--- src/dtp_regs.svh ---
// constants for the trace test port: offsets, fields, resets, timing
`ifndef DTP_REGS_SVH
`define DTP_REGS_SVH
// configuration word fields
`define DTP_CFG_CO_LSB       0
`define DTP_CFG_CO_MSB       1
`define DTP_CFG_CO_SIGN      2
`define DTP_CFG_GAIN_MSB     3
`define DTP_CFG_GAIN_LSB     4
`define DTP_CFG_AMP_EN       7
`define DTP_CFG_TSO_LSB      9
`define DTP_CFG_TSO_MSB      11
`define DTP_CFG_REPEAT       15
`define DTP_CFG_RESET        16'h0000
// nonvolatile bit map
`define DTP_NV_CFG_FIRST     8'h01
`define DTP_NV_CFG_LAST      8'h10
`define DTP_NV_LAST_MSB      8'h00
// commands
`define DTP_CMD_NOOP         4'h0
`define DTP_CMD_WRREG        4'h1
`define DTP_CMD_SETBIT       4'h2
`define DTP_CMD_ERASE        4'h4
`define DTP_CMD_CONV_REG     4'h8
`define DTP_CMD_CONV_NV      4'ha
`define DTP_CMD_CONV_REG_Q   4'hc
`define DTP_CMD_CONV_NV_Q    4'he
// instruction codes
`define DTP_CODE_REG0        8'hd0
`define DTP_CODE_TEMP        8'hd8
`define DTP_CODE_SIG         8'hd9
`define DTP_CODE_OUT         8'hea
// timing in clock cycles
`define DTP_CONV_PHASE_CYC   130585
`define DTP_FRAME_CYC        16
`define DTP_FIRST_GAP_CYC    9
`define DTP_RESET_HOLD_CYC   16
// host register offsets (byte addresses)
`define DTP_OFS_CTRL         32'h00
`define DTP_OFS_STATUS       32'h04
`define DTP_OFS_CAPT0        32'h08
`define DTP_OFS_CAPT_OUT     32'h0c
`define DTP_OFS_CAPT_TEMP    32'h10
`define DTP_OFS_CAPT_SIG     32'h14
`define DTP_OFS_WDATA        32'h18
`endif

--- src/dtp_pkg.sv ---
// types shared by both ends of the trace test port
package dtp_pkg;
    typedef enum logic [2:0] {
        DTP_IDLE  = 3'b000,
        DTP_CONV  = 3'b001,
        DTP_GAP   = 3'b010,
        DTP_FRAME = 3'b011,
        DTP_DONE  = 3'b100
    } dtp_state_e;
    typedef logic [3:0]  dtp_cmd_t;
    typedef logic [15:0] dtp_word_t;
endpackage

--- src/dtp_if.sv ---
// link between the converter trace port and the tester
`timescale 1ns/1ps
interface dtp_if;
    logic       reset_n;
    logic [3:0] cmd;
    logic [3:0] reg_sel;
    logic [15:0] cmd_data;
    logic       cmd_valid;
    logic       trace_ind_dev_o;
    logic       trace_ind_dev_oe;
    logic       trace_ind_tst_o;
    logic       trace_ind_tst_oe;
    logic       trace_data_pin;
    logic       trace_data_oe;
    wire        trace_ind = trace_ind_dev_oe ? trace_ind_dev_o :
                            (trace_ind_tst_oe ? trace_ind_tst_o : 1'b1);
    modport dev (input reset_n, cmd, reg_sel, cmd_data, cmd_valid, trace_ind,
                 output trace_ind_dev_o, trace_ind_dev_oe, trace_data_pin, trace_data_oe);
    modport tst (output reset_n, cmd, reg_sel, cmd_data, cmd_valid, trace_ind_tst_o, trace_ind_tst_oe,
                 input trace_ind, trace_data_pin, trace_data_oe);
endinterface

--- src/dtp_device.sv ---
// converter end: command decode, conversion sequencer and serial trace output
//
// The AHB-Lite slave port and the register addresses were left to the implementer.
`timescale 1ns/1ps
`include "dtp_regs.svh"
module dtp_device #(
    parameter int unsigned CONV_CYC  = `DTP_CONV_PHASE_CYC,
    parameter bit          ACC_MSB_FIRST = 1'b0,
    parameter bit          IND_CODE_FIRST = 1'b0
) (
    input  wire logic       mclk_i,
    input  wire logic       reset_i,
    dtp_if.dev              link,
    input  wire logic       start_i,
    input  wire logic       test_mode_i,
    output logic [15:0]     result_o,
    output logic            busy_o
);
    import dtp_pkg::*;

    // ------------------------------------------------------------
    // pin synchronisers
    // ------------------------------------------------------------
    logic [1:0] rstn_sync_reg;
    logic [1:0] start_sync_reg;
    logic       start_d_reg;
    logic       dev_reset;
    always_ff @(posedge mclk_i or posedge reset_i) begin
        if (reset_i) begin
            rstn_sync_reg  <= 2'b00;
            start_sync_reg <= 2'b00;
            start_d_reg    <= 1'b0;
        end else begin
            rstn_sync_reg  <= {rstn_sync_reg[0], link.reset_n};
            start_sync_reg <= {start_sync_reg[0], start_i};
            start_d_reg    <= start_sync_reg[1];
        end
    end
    assign dev_reset = reset_i | ~rstn_sync_reg[1];

    // ------------------------------------------------------------
    // nonvolatile store and processor registers
    // ------------------------------------------------------------
    logic [15:0] nv_mem [0:7];
    logic [15:0] dsp_reg [0:10];
    logic [7:0]  rom_ptr [0:11];
    logic [7:0]  rom_code [0:11];
    logic        cmd_go;
    logic        cmd_conv;
    logic        cmd_trace;
    logic        cmd_reload;
    logic        conv_start;
    logic        reload_reg;
    logic [3:0]  step_reg;
    dtp_state_e  state_reg;
    logic [16:0] cnt_reg;
    logic [6:0]  nv_bit;
    logic        auto_go;
    assign cmd_go     = link.cmd_valid & rstn_sync_reg[1];
    assign cmd_conv   = cmd_go & link.cmd[3];
    assign cmd_trace  = cmd_conv & ~link.cmd[2];
    assign cmd_reload = cmd_conv & link.cmd[1];
    assign auto_go    = state_reg == DTP_DONE && dsp_reg[0][`DTP_CFG_REPEAT];
    assign conv_start = (state_reg == DTP_IDLE) &&
                        (cmd_conv || (start_sync_reg[1] & ~start_d_reg & ~test_mode_i));
    assign nv_bit     = link.cmd_data[6:0] - 7'h01;

    // microcode trace order; final step is register 0 with code d0
    always_comb begin
        for (int i = 0; i < 12; i++) begin
            rom_ptr[i]  = 8'h00;
            rom_code[i] = 8'h00;
        end
        rom_code[0] = 8'hd8; rom_ptr[0] = 8'h01;
        rom_code[1] = 8'hd9; rom_ptr[1] = 8'h3b;
        rom_code[2] = 8'hd5; rom_ptr[2] = 8'h03;
        rom_code[3] = 8'hd2; rom_ptr[3] = 8'h11;
        rom_code[4] = 8'hd6; rom_ptr[4] = 8'h22;
        rom_code[5] = 8'hd3; rom_ptr[5] = 8'h2e;
        rom_code[6] = 8'hd4; rom_ptr[6] = 8'h38;
        rom_code[7] = 8'hd1; rom_ptr[7] = 8'h47;
        rom_code[8] = 8'hd7; rom_ptr[8] = 8'h56;
        rom_code[9] = `DTP_CODE_OUT; rom_ptr[9] = 8'h65;
        rom_code[10] = `DTP_CODE_REG0; rom_ptr[10] = 8'h66;
    end

    always_ff @(posedge mclk_i or posedge reset_i) begin
        if (reset_i) begin
            for (int i = 0; i < 8; i++) nv_mem[i] <= 16'h0000;
        end else if (cmd_go && link.cmd == `DTP_CMD_ERASE) begin
            for (int i = 0; i < 8; i++) nv_mem[i] <= 16'h0000;
        end else if (cmd_go && link.cmd == `DTP_CMD_SETBIT) begin
            if (link.cmd_data[6:0] == 7'h00)
                nv_mem[7][15] <= 1'b1;
            else
                nv_mem[nv_bit[6:4]][nv_bit[3:0]] <= 1'b1;
        end
    end

    always_ff @(posedge mclk_i or posedge dev_reset) begin
        if (dev_reset) begin
            for (int i = 0; i < 11; i++) dsp_reg[i] <= 16'h0000;
        end else if (cmd_go && link.cmd == `DTP_CMD_WRREG && link.reg_sel < 4'd8) begin
            dsp_reg[link.reg_sel[2:0]] <= link.cmd_data;
        end else if (state_reg == DTP_CONV && cnt_reg == 17'd0) begin
            if (reload_reg)
                for (int i = 0; i < 8; i++) dsp_reg[i] <= nv_mem[i];
            dsp_reg[8]  <= dsp_reg[8] + 16'h0001;
            dsp_reg[9]  <= dsp_reg[9] + 16'h0003;
            dsp_reg[10] <= dsp_reg[9] + 16'h0003 + dsp_reg[7];
        end
    end

    // ------------------------------------------------------------
    // conversion sequencer
    // ------------------------------------------------------------
    always_ff @(posedge mclk_i or posedge dev_reset) begin
        if (dev_reset) begin
            state_reg    <= DTP_IDLE;
            cnt_reg      <= 17'd0;
            step_reg     <= 4'd0;
            reload_reg   <= 1'b0;
        end else begin
            case (state_reg)
                DTP_IDLE: begin
                    if (conv_start) begin
                        state_reg    <= DTP_CONV;
                        cnt_reg      <= 17'(CONV_CYC - 1);
                        reload_reg   <= cmd_conv ? cmd_reload : 1'b1;
                    end
                end
                DTP_CONV: begin
                    if (cnt_reg == 17'd0) begin
                        state_reg <= DTP_GAP;
                        cnt_reg   <= 17'(`DTP_FIRST_GAP_CYC - 9);
                        step_reg  <= 4'd0;
                    end else begin
                        cnt_reg <= cnt_reg - 17'd1;
                    end
                end
                DTP_GAP: begin
                    state_reg <= DTP_FRAME;
                    cnt_reg   <= 17'(`DTP_FRAME_CYC - 1);
                end
                DTP_FRAME: begin
                    if (cnt_reg == 17'd0) begin
                        if (step_reg == 4'd10) begin
                            state_reg <= DTP_DONE;
                        end else begin
                            step_reg <= step_reg + 4'd1;
                            cnt_reg  <= 17'(`DTP_FRAME_CYC - 1);
                        end
                    end else begin
                        cnt_reg <= cnt_reg - 17'd1;
                    end
                end
                DTP_DONE: begin
                    if (auto_go) begin
                        state_reg <= DTP_CONV;
                        cnt_reg   <= 17'(CONV_CYC - 1);
                        reload_reg <= 1'b1;
                    end else begin
                        state_reg <= DTP_IDLE;
                    end
                end
                default: state_reg <= DTP_IDLE;
            endcase
        end
    end

    // ------------------------------------------------------------
    // trace serialiser
    // ------------------------------------------------------------
    logic        frame_load;
    logic [15:0] acc_val;
    logic [15:0] acc_ord;
    logic [15:0] ind_val;
    logic [3:0]  src_idx;
    logic        ser_data;
    logic        ser_ind;
    assign frame_load = (state_reg == DTP_GAP) || (state_reg == DTP_FRAME && cnt_reg == 17'd0);
    assign src_idx    = (state_reg == DTP_GAP) ? 4'd0 : step_reg + 4'd1;
    always_comb begin
        acc_val = 16'h0000;
        ind_val = 16'h0000;
        if (src_idx < 4'd11) begin
            case (rom_code[src_idx])
                8'hd8:   acc_val = dsp_reg[8];
                8'hd9:   acc_val = dsp_reg[9];
                8'hea:   acc_val = dsp_reg[10];
                default: acc_val = dsp_reg[rom_code[src_idx][2:0]];
            endcase
            ind_val = IND_CODE_FIRST ? {rom_ptr[src_idx], rom_code[src_idx]}
                                     : {rom_code[src_idx], rom_ptr[src_idx]};
        end
        for (int i = 0; i < 16; i++)
            acc_ord[i] = ACC_MSB_FIRST ? acc_val[15 - i] : acc_val[i];
    end

    dtp_shift u_shift (
        .mclk_i  (mclk_i),
        .reset_i (dev_reset),
        .load_i  (frame_load),
        .acc_i   (acc_ord),
        .ind_i   (ind_val),
        .data_o  (ser_data),
        .ind_o   (ser_ind)
    );

    logic pin_data_reg;
    logic pin_ind_reg;
    logic pin_oe_reg;
    always_ff @(posedge mclk_i or posedge dev_reset) begin
        if (dev_reset) begin
            pin_data_reg <= 1'b0;
            pin_ind_reg  <= 1'b0;
            pin_oe_reg   <= 1'b0;
        end else begin
            pin_data_reg <= ser_data;
            pin_ind_reg  <= ser_ind;
            // each start from idle decides afresh (a repeat restart keeps the drive); a silent start must drop a drive left from an earlier trace
            pin_oe_reg   <= conv_start ? (cmd_trace & test_mode_i) : pin_oe_reg;
        end
    end
    assign link.trace_data_pin   = pin_data_reg;
    assign link.trace_ind_dev_o  = pin_ind_reg;
    assign link.trace_ind_dev_oe = pin_oe_reg;
    assign link.trace_data_oe    = pin_oe_reg;

    always_ff @(posedge mclk_i or posedge dev_reset) begin
        if (dev_reset) begin
            result_o <= 16'h0000;
            busy_o   <= 1'b0;
        end else begin
            result_o <= dsp_reg[10];
            busy_o   <= state_reg != DTP_IDLE;
        end
    end
endmodule // dtp_device

--- src/dtp_shift.sv ---
// serialiser for one trace frame: accumulator and pointer/code, lsb first
`timescale 1ns/1ps
module dtp_shift (
    input  wire logic        mclk_i,
    input  wire logic        reset_i,
    input  wire logic        load_i,
    input  wire logic [15:0] acc_i,
    input  wire logic [15:0] ind_i,
    output logic             data_o,
    output logic             ind_o
);
    logic [15:0] acc_reg;
    logic [15:0] ind_reg;
    always_ff @(posedge mclk_i or posedge reset_i) begin
        if (reset_i) begin
            acc_reg <= 16'h0000;
            ind_reg <= 16'h0000;
        end else if (load_i) begin
            acc_reg <= acc_i;
            ind_reg <= ind_i;
        end else begin
            acc_reg <= {1'b0, acc_reg[15:1]};
            ind_reg <= {1'b0, ind_reg[15:1]};
        end
    end
    assign data_o = acc_reg[0];
    assign ind_o  = ind_reg[0];
endmodule // dtp_shift

--- src/flat_wrapper.sv ---
// flat-port wrapper written by rule: the top's interface ports become plain ports
module dtp_device_flat import dtp_pkg::*;
#(
    parameter int unsigned CONV_CYC  = `DTP_CONV_PHASE_CYC,
    parameter bit          ACC_MSB_FIRST = 1'b0,
    parameter bit          IND_CODE_FIRST = 1'b0
)
  (mclk_i, reset_i, start_i, test_mode_i, result_o, busy_o, link_reset_n, link_cmd, link_reg_sel, link_cmd_data, link_cmd_valid, link_trace_ind_dev_o, link_trace_ind_dev_oe, link_trace_data_pin, link_trace_data_oe);
  dtp_if link_i ();
  input  wire logic mclk_i;
  input  wire logic reset_i;
  input  wire logic start_i;
  input  wire logic test_mode_i;
  output logic [15:0] result_o;
  output logic busy_o;
  input wire logic [$bits(link_i.reset_n)-1:0] link_reset_n;
  input wire logic [$bits(link_i.cmd)-1:0] link_cmd;
  input wire logic [$bits(link_i.reg_sel)-1:0] link_reg_sel;
  input wire logic [$bits(link_i.cmd_data)-1:0] link_cmd_data;
  input wire logic [$bits(link_i.cmd_valid)-1:0] link_cmd_valid;
  output wire logic [$bits(link_i.trace_ind_dev_o)-1:0] link_trace_ind_dev_o;
  output wire logic [$bits(link_i.trace_ind_dev_oe)-1:0] link_trace_ind_dev_oe;
  output wire logic [$bits(link_i.trace_data_pin)-1:0] link_trace_data_pin;
  output wire logic [$bits(link_i.trace_data_oe)-1:0] link_trace_data_oe;
  assign link_i.reset_n = link_reset_n;
  assign link_i.cmd = link_cmd;
  assign link_i.reg_sel = link_reg_sel;
  assign link_i.cmd_data = link_cmd_data;
  assign link_i.cmd_valid = link_cmd_valid;
  assign link_trace_ind_dev_o = link_i.trace_ind_dev_o;
  assign link_trace_ind_dev_oe = link_i.trace_ind_dev_oe;
  assign link_trace_data_pin = link_i.trace_data_pin;
  assign link_trace_data_oe = link_i.trace_data_oe;
  dtp_device #(.CONV_CYC(CONV_CYC), .ACC_MSB_FIRST(ACC_MSB_FIRST), .IND_CODE_FIRST(IND_CODE_FIRST)) u_core (.mclk_i(mclk_i), .reset_i(reset_i), .link(link_i), .start_i(start_i), .test_mode_i(test_mode_i), .result_o(result_o), .busy_o(busy_o));
endmodule
--- config.mk ---
export PLATFORM = sky130hd
export DESIGN_NAME = dtp_device_flat
export DESIGN_NICKNAME = d
export VERILOG_FILES = /design/src/dtp_pkg.sv /design/src/dtp_if.sv /design/src/dtp_device.sv /design/src/dtp_shift.sv /design/src/flat_wrapper.sv
export VERILOG_INCLUDE_DIRS = /design/src /design/src/src
export SDC_FILE = /design/constraint.sdc
export NUM_CORES = 1
export LEC_CHECK = 0
export BUFFER_PORTS_ARGS = -buffer_cell sky130_fd_sc_hd__buf_2
export CAP_MARGIN = 10
export CORE_UTILIZATION = 55
export CTS_CLUSTER_DIAMETER = 100
export DETAILED_ROUTE_END_ITERATION = 8
export GPL_TIMING_DRIVEN = 0
export PLACE_DENSITY = 0.7
export SLEW_MARGIN = 20
export SYNTH_ARGS = -nofsm -noshare
export SYNTH_HDL_FRONTEND = slang
export SYNTH_SLANG_ARGS = --single-unit
--- constraint.sdc ---
create_clock -name mclk_i -period 17.1 [get_ports mclk_i]
set_clock_uncertainty 0.05 [all_clocks]
set_input_delay 0 -clock mclk_i [delete_from_list [all_inputs] [get_ports mclk_i]]
set_output_delay 0 -clock mclk_i [all_outputs]
set_load 0.005 [all_outputs]
==> key figures, run 1 <==
CTS
  • CTS tree: done
  • H-Tree Level Count: 2
  • Post-CTS Hold Fix Bufs: 14
  • Number of buffers created by CTS: 41
  • Register clock-pin slew on the reported worst setup and hold paths: roughly 0.060 ns
  • Total setup buffers inserted after CTS: 0
  • Clock network latency to the later pin of the worst-skew pair: 0.54 ns
  • Clock root buffer: clkbuf_16
  • Max Buffers Root-to-Sink: 3
  • Post-cts repair resize count: 0
  • Clk sinks: between 300 and 400

Cells and area
  • Signed area change from the synthesized netlist to the final layout: 13.8%
  • Filler-free cell count of the finished design: 2436
  • Nets: 2024
  • Leading cell type in the layout, fill and taps excluded: dfrtp_1
  • Number of fill cells: 2647
  • Leading cell types in the layout, fill and taps excluded: 386 x dfrtp_1, 214 x nand2_1, 201 x nor2_1
  • Diodes inserted: 0
  • Fraction of layout cells with a size suffix above 1: 9.98%
  • Number of flip-flops in the largest register: 176

Flow run
  • Max cap viols: 0

Critical path
  • R2R Setup Slk: roughly 13 ns
  • Data arrival at the endpoint of the critical path: 4.77 ns
  • CP startpoint kind: register
  • Worst setup path class: reg -> reg
  • Maximum fanout count along the critical path: 10
  • Data required, critical path: approximately 17 ns
  • Crit-path most repeated cell: buf_2
  • Max incr delay on CP: just over 0.6 ns
  • R2R depth: 13
  • Ordered cell list for the critical path: buf_2 -> or3b_2 -> buf_2 -> nand2b_1 -> inv_1 -> ha_1 -> o21ai_0 -> a21oi_1 -> nor2_1 -> clkbuf_1 -> mux4_2 -> a222oi_1 -> o221ai_1
  • Master of the slowest instance on the critical path: nor2_1
  • Capturing element type of the critical path: register
  • Startpoint of the worst register-to-register path: u_core.state_reg[0]$_DFFE_PP0P_
  • Critical register-to-register path endpoint: u_core.u_shift.acc_reg[6]$_DFF_PP0_

Placement
  • Total instance count after detailed placement: 2351
  • HPWL after detailed placement: just over 40000 um
  • Port buffer count: 38
  • Worst slack at placement: 12.71 ns
  • Final GP Congestion: 0.938

Route
  • Routed wire length: 54800 um
  • Average detailed-routed wire length per instance: 22.5 um
  • Via count: 15307
  • Final routed DRC violation total: 0
  • Remaining number of nets flagged by the antenna check after routing: 0
  • Detail-routed via count per cell: roughly 6.3
  • Initial DRC count: 1777
  • Drt first pass iters: 9

Yosys
  • Register bit total from synthesis: ~390
  • Cell area after synthesis: 0.0183 mm^2
  • Async S/R FF share, synth: 100%
  • Number of enable-type register cells in the synthesized netlist: 0
  • Number of cells produced by synthesis: about 1900
  • Portion of the post-synthesis area used by sequential elements: about 53%
  • Commonest register cell after synthesis: dfrtp_1
  • Post-Syn Nets: around 1900
  • Mean instance size in the synthesized netlist: 9.85 um^2
  • Synth warnings: 0
  • Netlist cell types: between 70 and 80

Timing
  • Tmin final: roughly 4.4 ns
  • Post-route fraction of the period consumed by the critical path: 26.0%
  • RSZ-0062 raised after global routing: no
  • TNS Setup: 0 ns
  • Actual transition at the worst max-transition pin: 1.10 ns
  • Final setup viols: 0
  • Total count of hold-check failures in the final report: 0
  • Relative max-transition margin: 26.1%
  • PnR worst setup slack: 12.66 ns
  • Max Transition Viols Final: 0
  • Max Fclk: 0.225 GHz

Floorplan
  • Core area: roughly 0.033 mm^2
  • Initial core utilization: a little under three fifths
  • Die Y: 185 um
  • Total number of placement rows: between 60 and 70
  • Die extent in x: 185 um
  • Die area: 0.0340 mm^2
  • IO Pins: 51

Hold path
  • Worst hold path depth: 5
  • Worst min-delay path startpoint: link_cmd_valid
  • Worst hold endpoint: u_core.reload_reg$_DFFE_PP0P_
  • Worst hold path type: in -> reg

Global route
  • Global-route usage over all layers: 33.1%
  • Global-route wire length before repair: about 85000 um
  • Antenna violations before repair: 0
  • Number of global-route vias before repair: around 15000
  • Total gr overflow: 0
  • Maximum number of pins on one net before global-route repair: 96

Power
  • Worst vdd ir: 0.0603 mV
  • Leakage power summed over all cells: about 9.3 nW
  • Power density normalized to cell area: between 90 and 100 mW/mm^2

Run status
  • Outcome: completed
==> cells in the mapped netlist, types with 15 or more instances <==
library cell  count  area, um^2
a21oi_1         155         776
a222oi_1         15         150
a22oi_1         146        1100
buf_2            18        90.1
clkbuf_1         98         368
dfrtp_1         386        9660
ha_1             27         338
inv_1            21        78.8
mux2_2           16         180
mux2i_1          31         310
mux4_2           17         383
nand2_1         214         803
nand3_1          25         125
nor2_1          201         754
nor3_1           26         130
o21ai_0         164         821
o21ai_1          37         185
o221ai_1         15         131
xnor2_1          33         289
xor2_1           25         219
==> final cells by class <==
type	count	area (um^2)	share of cell area, %
sequential	386	9660	46.3
multi-input combinational	1321	8070	38.7
clock buffer	60	1230	5.89
timing repair buffer	63	566	2.71
tap	442	553	2.65
buffer	131	541	2.59
clock inverter	11	140	0.672
inverter	22	90.1	0.432
==> routing by layer <==
layer  vias to the layer above  track usage, %  share of wire (%)
met4                         0            13.6                4.5
met2                       712            50.1                 44
li1                       6900               -                  -
met3                       118            4.54                7.8
met1                      7577            47.9                 43
met5                         -               0                  0
==> worst max-delay path by stage <==
stage / slack [ns] / from / end / depth (start not counted)
2_1_floorplan: 0.66 / u_core.rstn_sync_reg[1]$_DFF_PP0_ / u_core.busy_o$_DFF_PP0_ / 1
3_3_place_gp: -5.06 / u_core.rstn_sync_reg[1]$_DFF_PP0_ / u_core.result_o[2]$_DFF_PP0_ / 1
3_5_place_dp: 12.71 / u_core.state_reg[0]$_DFFE_PP0P_ / u_core.u_shift.acc_reg[2]$_DFF_PP0_ / 13
4_1_cts: 12.69 / u_core.state_reg[0]$_DFFE_PP0P_ / u_core.u_shift.acc_reg[3]$_DFF_PP0_ / 13
6_report: 12.66 / u_core.state_reg[0]$_DFFE_PP0P_ / u_core.u_shift.acc_reg[6]$_DFF_PP0_ / 13
5_1_grt: 12.47 / u_core.state_reg[0]$_DFFE_PP0P_ / u_core.u_shift.acc_reg[7]$_DFF_PP0_ / 13
==> power by group <==
| part | leakage, nW | internal [W] | total (W) | switching [W] |
|---|---|---|---|---|
| Combinational | 3.31 | 0.0000450 | 0.000121 | 0.0000761 |
| Clock | 0.677 | 0.000541 | 0.000905 | 0.000364 |
| Sequential | 5.29 | 0.000941 | 0.000969 | 0.0000281 |
| Total | 9.28 | 0.00153 | 0.00200 | 0.000468 |
==> critical path, delay by kind of cell (launching register included) <==
family | cells | cell delay (ns)
compound gates | 4 | 0.83
fa+ha+maj | 1 | 0.29
buf+inv | 4 | 1.03
flops | 1 | 0.36
mux | 1 | 0.47
simple gates | 3 | 1.27
==> cell families (layout without fill, tap and decap cells) <==
family                   count (synthesis)  in the layout  synth area share (%)
flip-flops                             386            386                  52.7
XOR/XNOR                                58             58                  2.77
multiplexers                            64             64                  4.77
AO/OA/AOI/OAI                          607            607                  20.6
adder cells (fa/ha/maj)                 28             28                  1.95
AND/OR/NAND/NOR                        564            564                  13.8
buffers and inverters                  153            287                  3.40
==> metrics by stage <==
step	util (%)	area [um^2]	hold slack, ns	power, W
4_1_cts	63.9	20800	0.00659	0.00200
3_3_place_gp	58.4	19100	0.0601	0.00109
5_1_grt	63.9	20800	0.0724	0.00206
3_5_place_dp	59.3	19300	-0.0305	0.00110
6_report	63.9	20800	0.0140	0.00200
2_1_floorplan	-	18300	-0.0186	0.00106
(Power assumes the default switching activity.)
==> run 2, diff against run 1 <==
- ABC_AREA: default -> 1
- PLACE_DENSITY: 0.7 -> 0.68
- clock period: 17.1 -> 4.3 ns (I/O delays scaled with it)
==> run 2 against run 1 <==
Compared with the run above:
- clock-buffer cell count up 2
- sequential cell count is the same
- die area grew 13%
- final area rose by 13%
==> key figures, run 2 <==
Yosys
  • Cell with the most instances after synthesis: nand2_1
  • Portion of the post-synthesis area used by sequential elements: 46.5%
  • Post-synthesis xor/xnor area fraction: under 10%
  • Compound-gate portion of the synthesized area: between 10% and 20%
  • Number of enable-type register cells in the synthesized netlist: 0
  • Synth warnings: 0
  • Simple logic cell fraction of the synthesized area: 27.5%
  • Post-Syn Nets: between 2000 and 3000
  • Leading post-synthesis cells by instance count: 716 x nand2_1, 386 x dfrtp_1, 345 x nand3_1
  • Async S/R FF share, synth: 100%
  • Register bit total from synthesis: 386
  • Commonest register cell after synthesis: dfrtp_1
  • Cell area after synthesis: 0.0208 mm^2
  • Synth Area in Adders: under 10%
  • Most area-consuming cells after synthesis: dfrtp_1 47%, nand2_1 13%, nand3_1 8.3%
  • Number of cells produced by synthesis: about 2800
  • Main combinational cell family by area after synthesis: simple AND/OR/NAND/NOR gates
  • Portion of synthesized cell area occupied by the leading cell type: 46.5%
  • Netlist cell types: 52
  • Portion of netlist area occupied by mux cells: 0%
  • Largest area contributor in the synthesized netlist: dfrtp_1
  • Mean instance size in the synthesized netlist: 7.53 um^2

CTS
  • Max Buffers Root-to-Sink: 3
  • Post-CTS Hold Fix Bufs: 25
  • Post-cts repair resize count: 0
  • H-Tree Level Count: 2
  • Total setup buffers inserted after CTS: 0
  • Clock root buffer: clkbuf_16
  • Clock network latency to the later pin of the worst-skew pair: 0.59 ns
  • Number of buffers created by CTS: 43
  • CTS tree: done
  • Clk sinks: 386
  • Register clock-pin slew on the reported worst setup and hold paths: 0.06 ns

Global route
  • Number of global-route vias before repair: approximately 18000
  • Antenna violations before repair: 0
  • Maximum number of pins on one net before global-route repair: 72
  • Global-route usage over all layers: 34.6%
  • Global-route wire length before repair: 102000 um
  • Total gr overflow: 0

Critical path
  • Data arrival at the endpoint of the critical path: around 3.9 ns
  • Data required, critical path: 4.71 ns
  • Worst setup path class: reg -> reg
  • CP startpoint kind: register
  • Maximum fanout count along the critical path: 10
  • Capturing element type of the critical path: register

Timing
  • Total count of hold-check failures in the final report: 0
  • Post-route fraction of the period consumed by the critical path: about four fifths
  • PnR worst setup slack: around 0.86 ns
  • RSZ-0062 raised after global routing: no
  • Final setup viols: 0
  • Actual transition at the worst max-transition pin: 1.17 ns
  • Max Fclk: 0.291 GHz
  • Max Transition Viols Final: 0
  • Tmin final: between 3 and 4 ns
  • TNS Setup: 0 ns
  • Relative max-transition margin: 22.0%

Route
  • Detailed-routing wirelength on met1: 28600 um
  • Detail-routed via count per cell: ~5.6
  • Highest signal layer in the routed design: met4
  • Total met2 wirelength after detailed routing: 29100 um
  • Routed wire length: 65200 um
  • Final routed DRC violation total: 0
  • Remaining number of nets flagged by the antenna check after routing: 0
  • Drt first pass iters: 6
  • Initial DRC count: 1889
  • Via count: 19043
  • Sum of met3 wire segment lengths after detailed routing: 4330 um
  • Average detailed-routed wire length per instance: 19.1 um

Cells and area
  • Final instance area: 0.0235 mm^2
  • Number of flip-flops in the largest register: 176
  • End-of-flow core utilization: between 60% and 70%
  • Fraction of layout cells with a size suffix above 1: 8.84%
  • Signed area change from the synthesized netlist to the final layout: 13.3%
  • Leading cell types in the layout, fill and taps excluded: 716 x nand2_1, 386 x dfrtp_1, 345 x nand3_1
  • Nets: 2934
  • Leading cell type in the layout, fill and taps excluded: nand2_1
  • Diodes inserted: 0

Floorplan
  • Die extent in x: approximately 200 um
  • Total number of placement rows: 70
  • Die Y: a little under 200 um
  • IO Pins: 51
  • Die area: 0.0385 mm^2
  • Core area: 0.0369 mm^2
  • Initial core utilization: 56.3%

Power
  • Worst vdd ir: roughly 0.41 mV
  • Leakage power summed over all cells: approximately 11 nW
  • Power density normalized to cell area: 528 mW/mm^2
  • Tot Pwr: ~0.012 W

Hold path
  • Worst hold path type: in -> reg

Flow run
  • Max cap viols: 0

Placement
  • HPWL after detailed placement: 50000 um
  • Worst slack at placement: 0.900 ns
  • Final GP Congestion: around 1.0
  • Port buffer count: 36
  • Total cell area at the placement stage: 0.0219 mm^2

Run status
  • Outcome: completed
==> run 2: changes by cell type after synthesis, sizes merged, moves of 16 or more <==
cell   before  now
a21oi     155  174
nor2      203  152
inv        21  314
nor3       26   43
buf        33   61
nand3      26  353
a22oi     146    0
o21ai     201  324
mux2i      31    0
mux4       17    0
mux2       16    0
xnor2      33   11
nand2     214  730
==> run 2: worst paths after layout <==
kind	startpoint	end	slack, ns	depth (start not counted)
max	u_core.step_reg[0]$_DFFE_PP0P_	u_core.u_shift.acc_reg[5]$_DFF_PP0_	0.86	16
min	start_i	u_core.start_sync_reg[0]$_DFF_PP0_	0.03	2
max reg2reg	u_core.step_reg[0]$_DFFE_PP0P_	u_core.u_shift.acc_reg[5]$_DFF_PP0_	0.86	16
min reg2reg	u_core.start_sync_reg[0]$_DFF_PP0_	u_core.start_sync_reg[1]$_DFF_PP0_	0.30	0
max in group asynchronous	u_core.rstn_sync_reg[1]$_DFF_PP0_	u_core.result_o[7]$_DFF_PP0_	2.66	7
min in group asynchronous	reset_i	u_core.dsp_reg[164]$_DFFE_PP0P_	0.05	3
==> run 2: area by class of cell <==
cell class,instances,area [um^2]
tap,504,631
timing repair buffer,73,723
clock buffer,62,1230
fill,3316,13300
clock inverter,15,170
sequential,386,9660
multi-input combinational,1895,9180
inverter,315,1190
buffer,162,742
==> run 2: cells by family (layout without fill, tap and decap cells) <==
kind of cell	count (synthesis)	in the layout
xor gates and xnor gates	48	48
AOI/OAI and AO/OA	523	523
adders and majority gates	28	28
buffers and inverters	477	627
and+or+nand+nor	1296	1296
DFF	386	386
==> run 2: power breakdown <==
group | leakage (nW) | total, W | switching (W) | internal, W
Sequential | 4.81 | 0.00454 | 0.000301 | 0.00424
Clock | 0.685 | 0.00369 | 0.00152 | 0.00217
Combinational | 5.98 | 0.00420 | 0.00290 | 0.00130
==> run 2: metal layers <==
metal / GRT usage, % / up-vias
met5: 0 / -
met4: 16.9 / 0
met3: 4.61 / 167
met2: 54.7 / 761
met1: 47.2 / 8975
li1: - / 9140
==> run 2: worst max-delay path: stages (launching register included) <==
cell and delay (ns):
dfrtp_1 0.45, inv_1 0.16, ha_1 0.37, inv_1 0.09, nand2_2 0.14, inv_1 0.08
ha_1 0.28, nand2_1 0.08, nand3_2 0.20, nand2_2 0.19, nand2_1 0.30, buf_2 0.28
nor3_1 0.08, nor2_1 0.26, nand3_1 0.18, nand3_1 0.11, nand2_1 0.05
==> run 2: through the flow <==
| step | std cells | hold slack (ns) |
|---|---|---|
| 2_1_floorplan | 2758 | -0.0186 |
| 5_1_grt | 3412 | 0.0372 |
| 3_3_place_gp | 3298 | 0.0588 |
| 6_report | 3412 | 0.0324 |
| 4_1_cts | 3412 | 0.00282 |
| 3_5_place_dp | 3310 | 0.0321 |
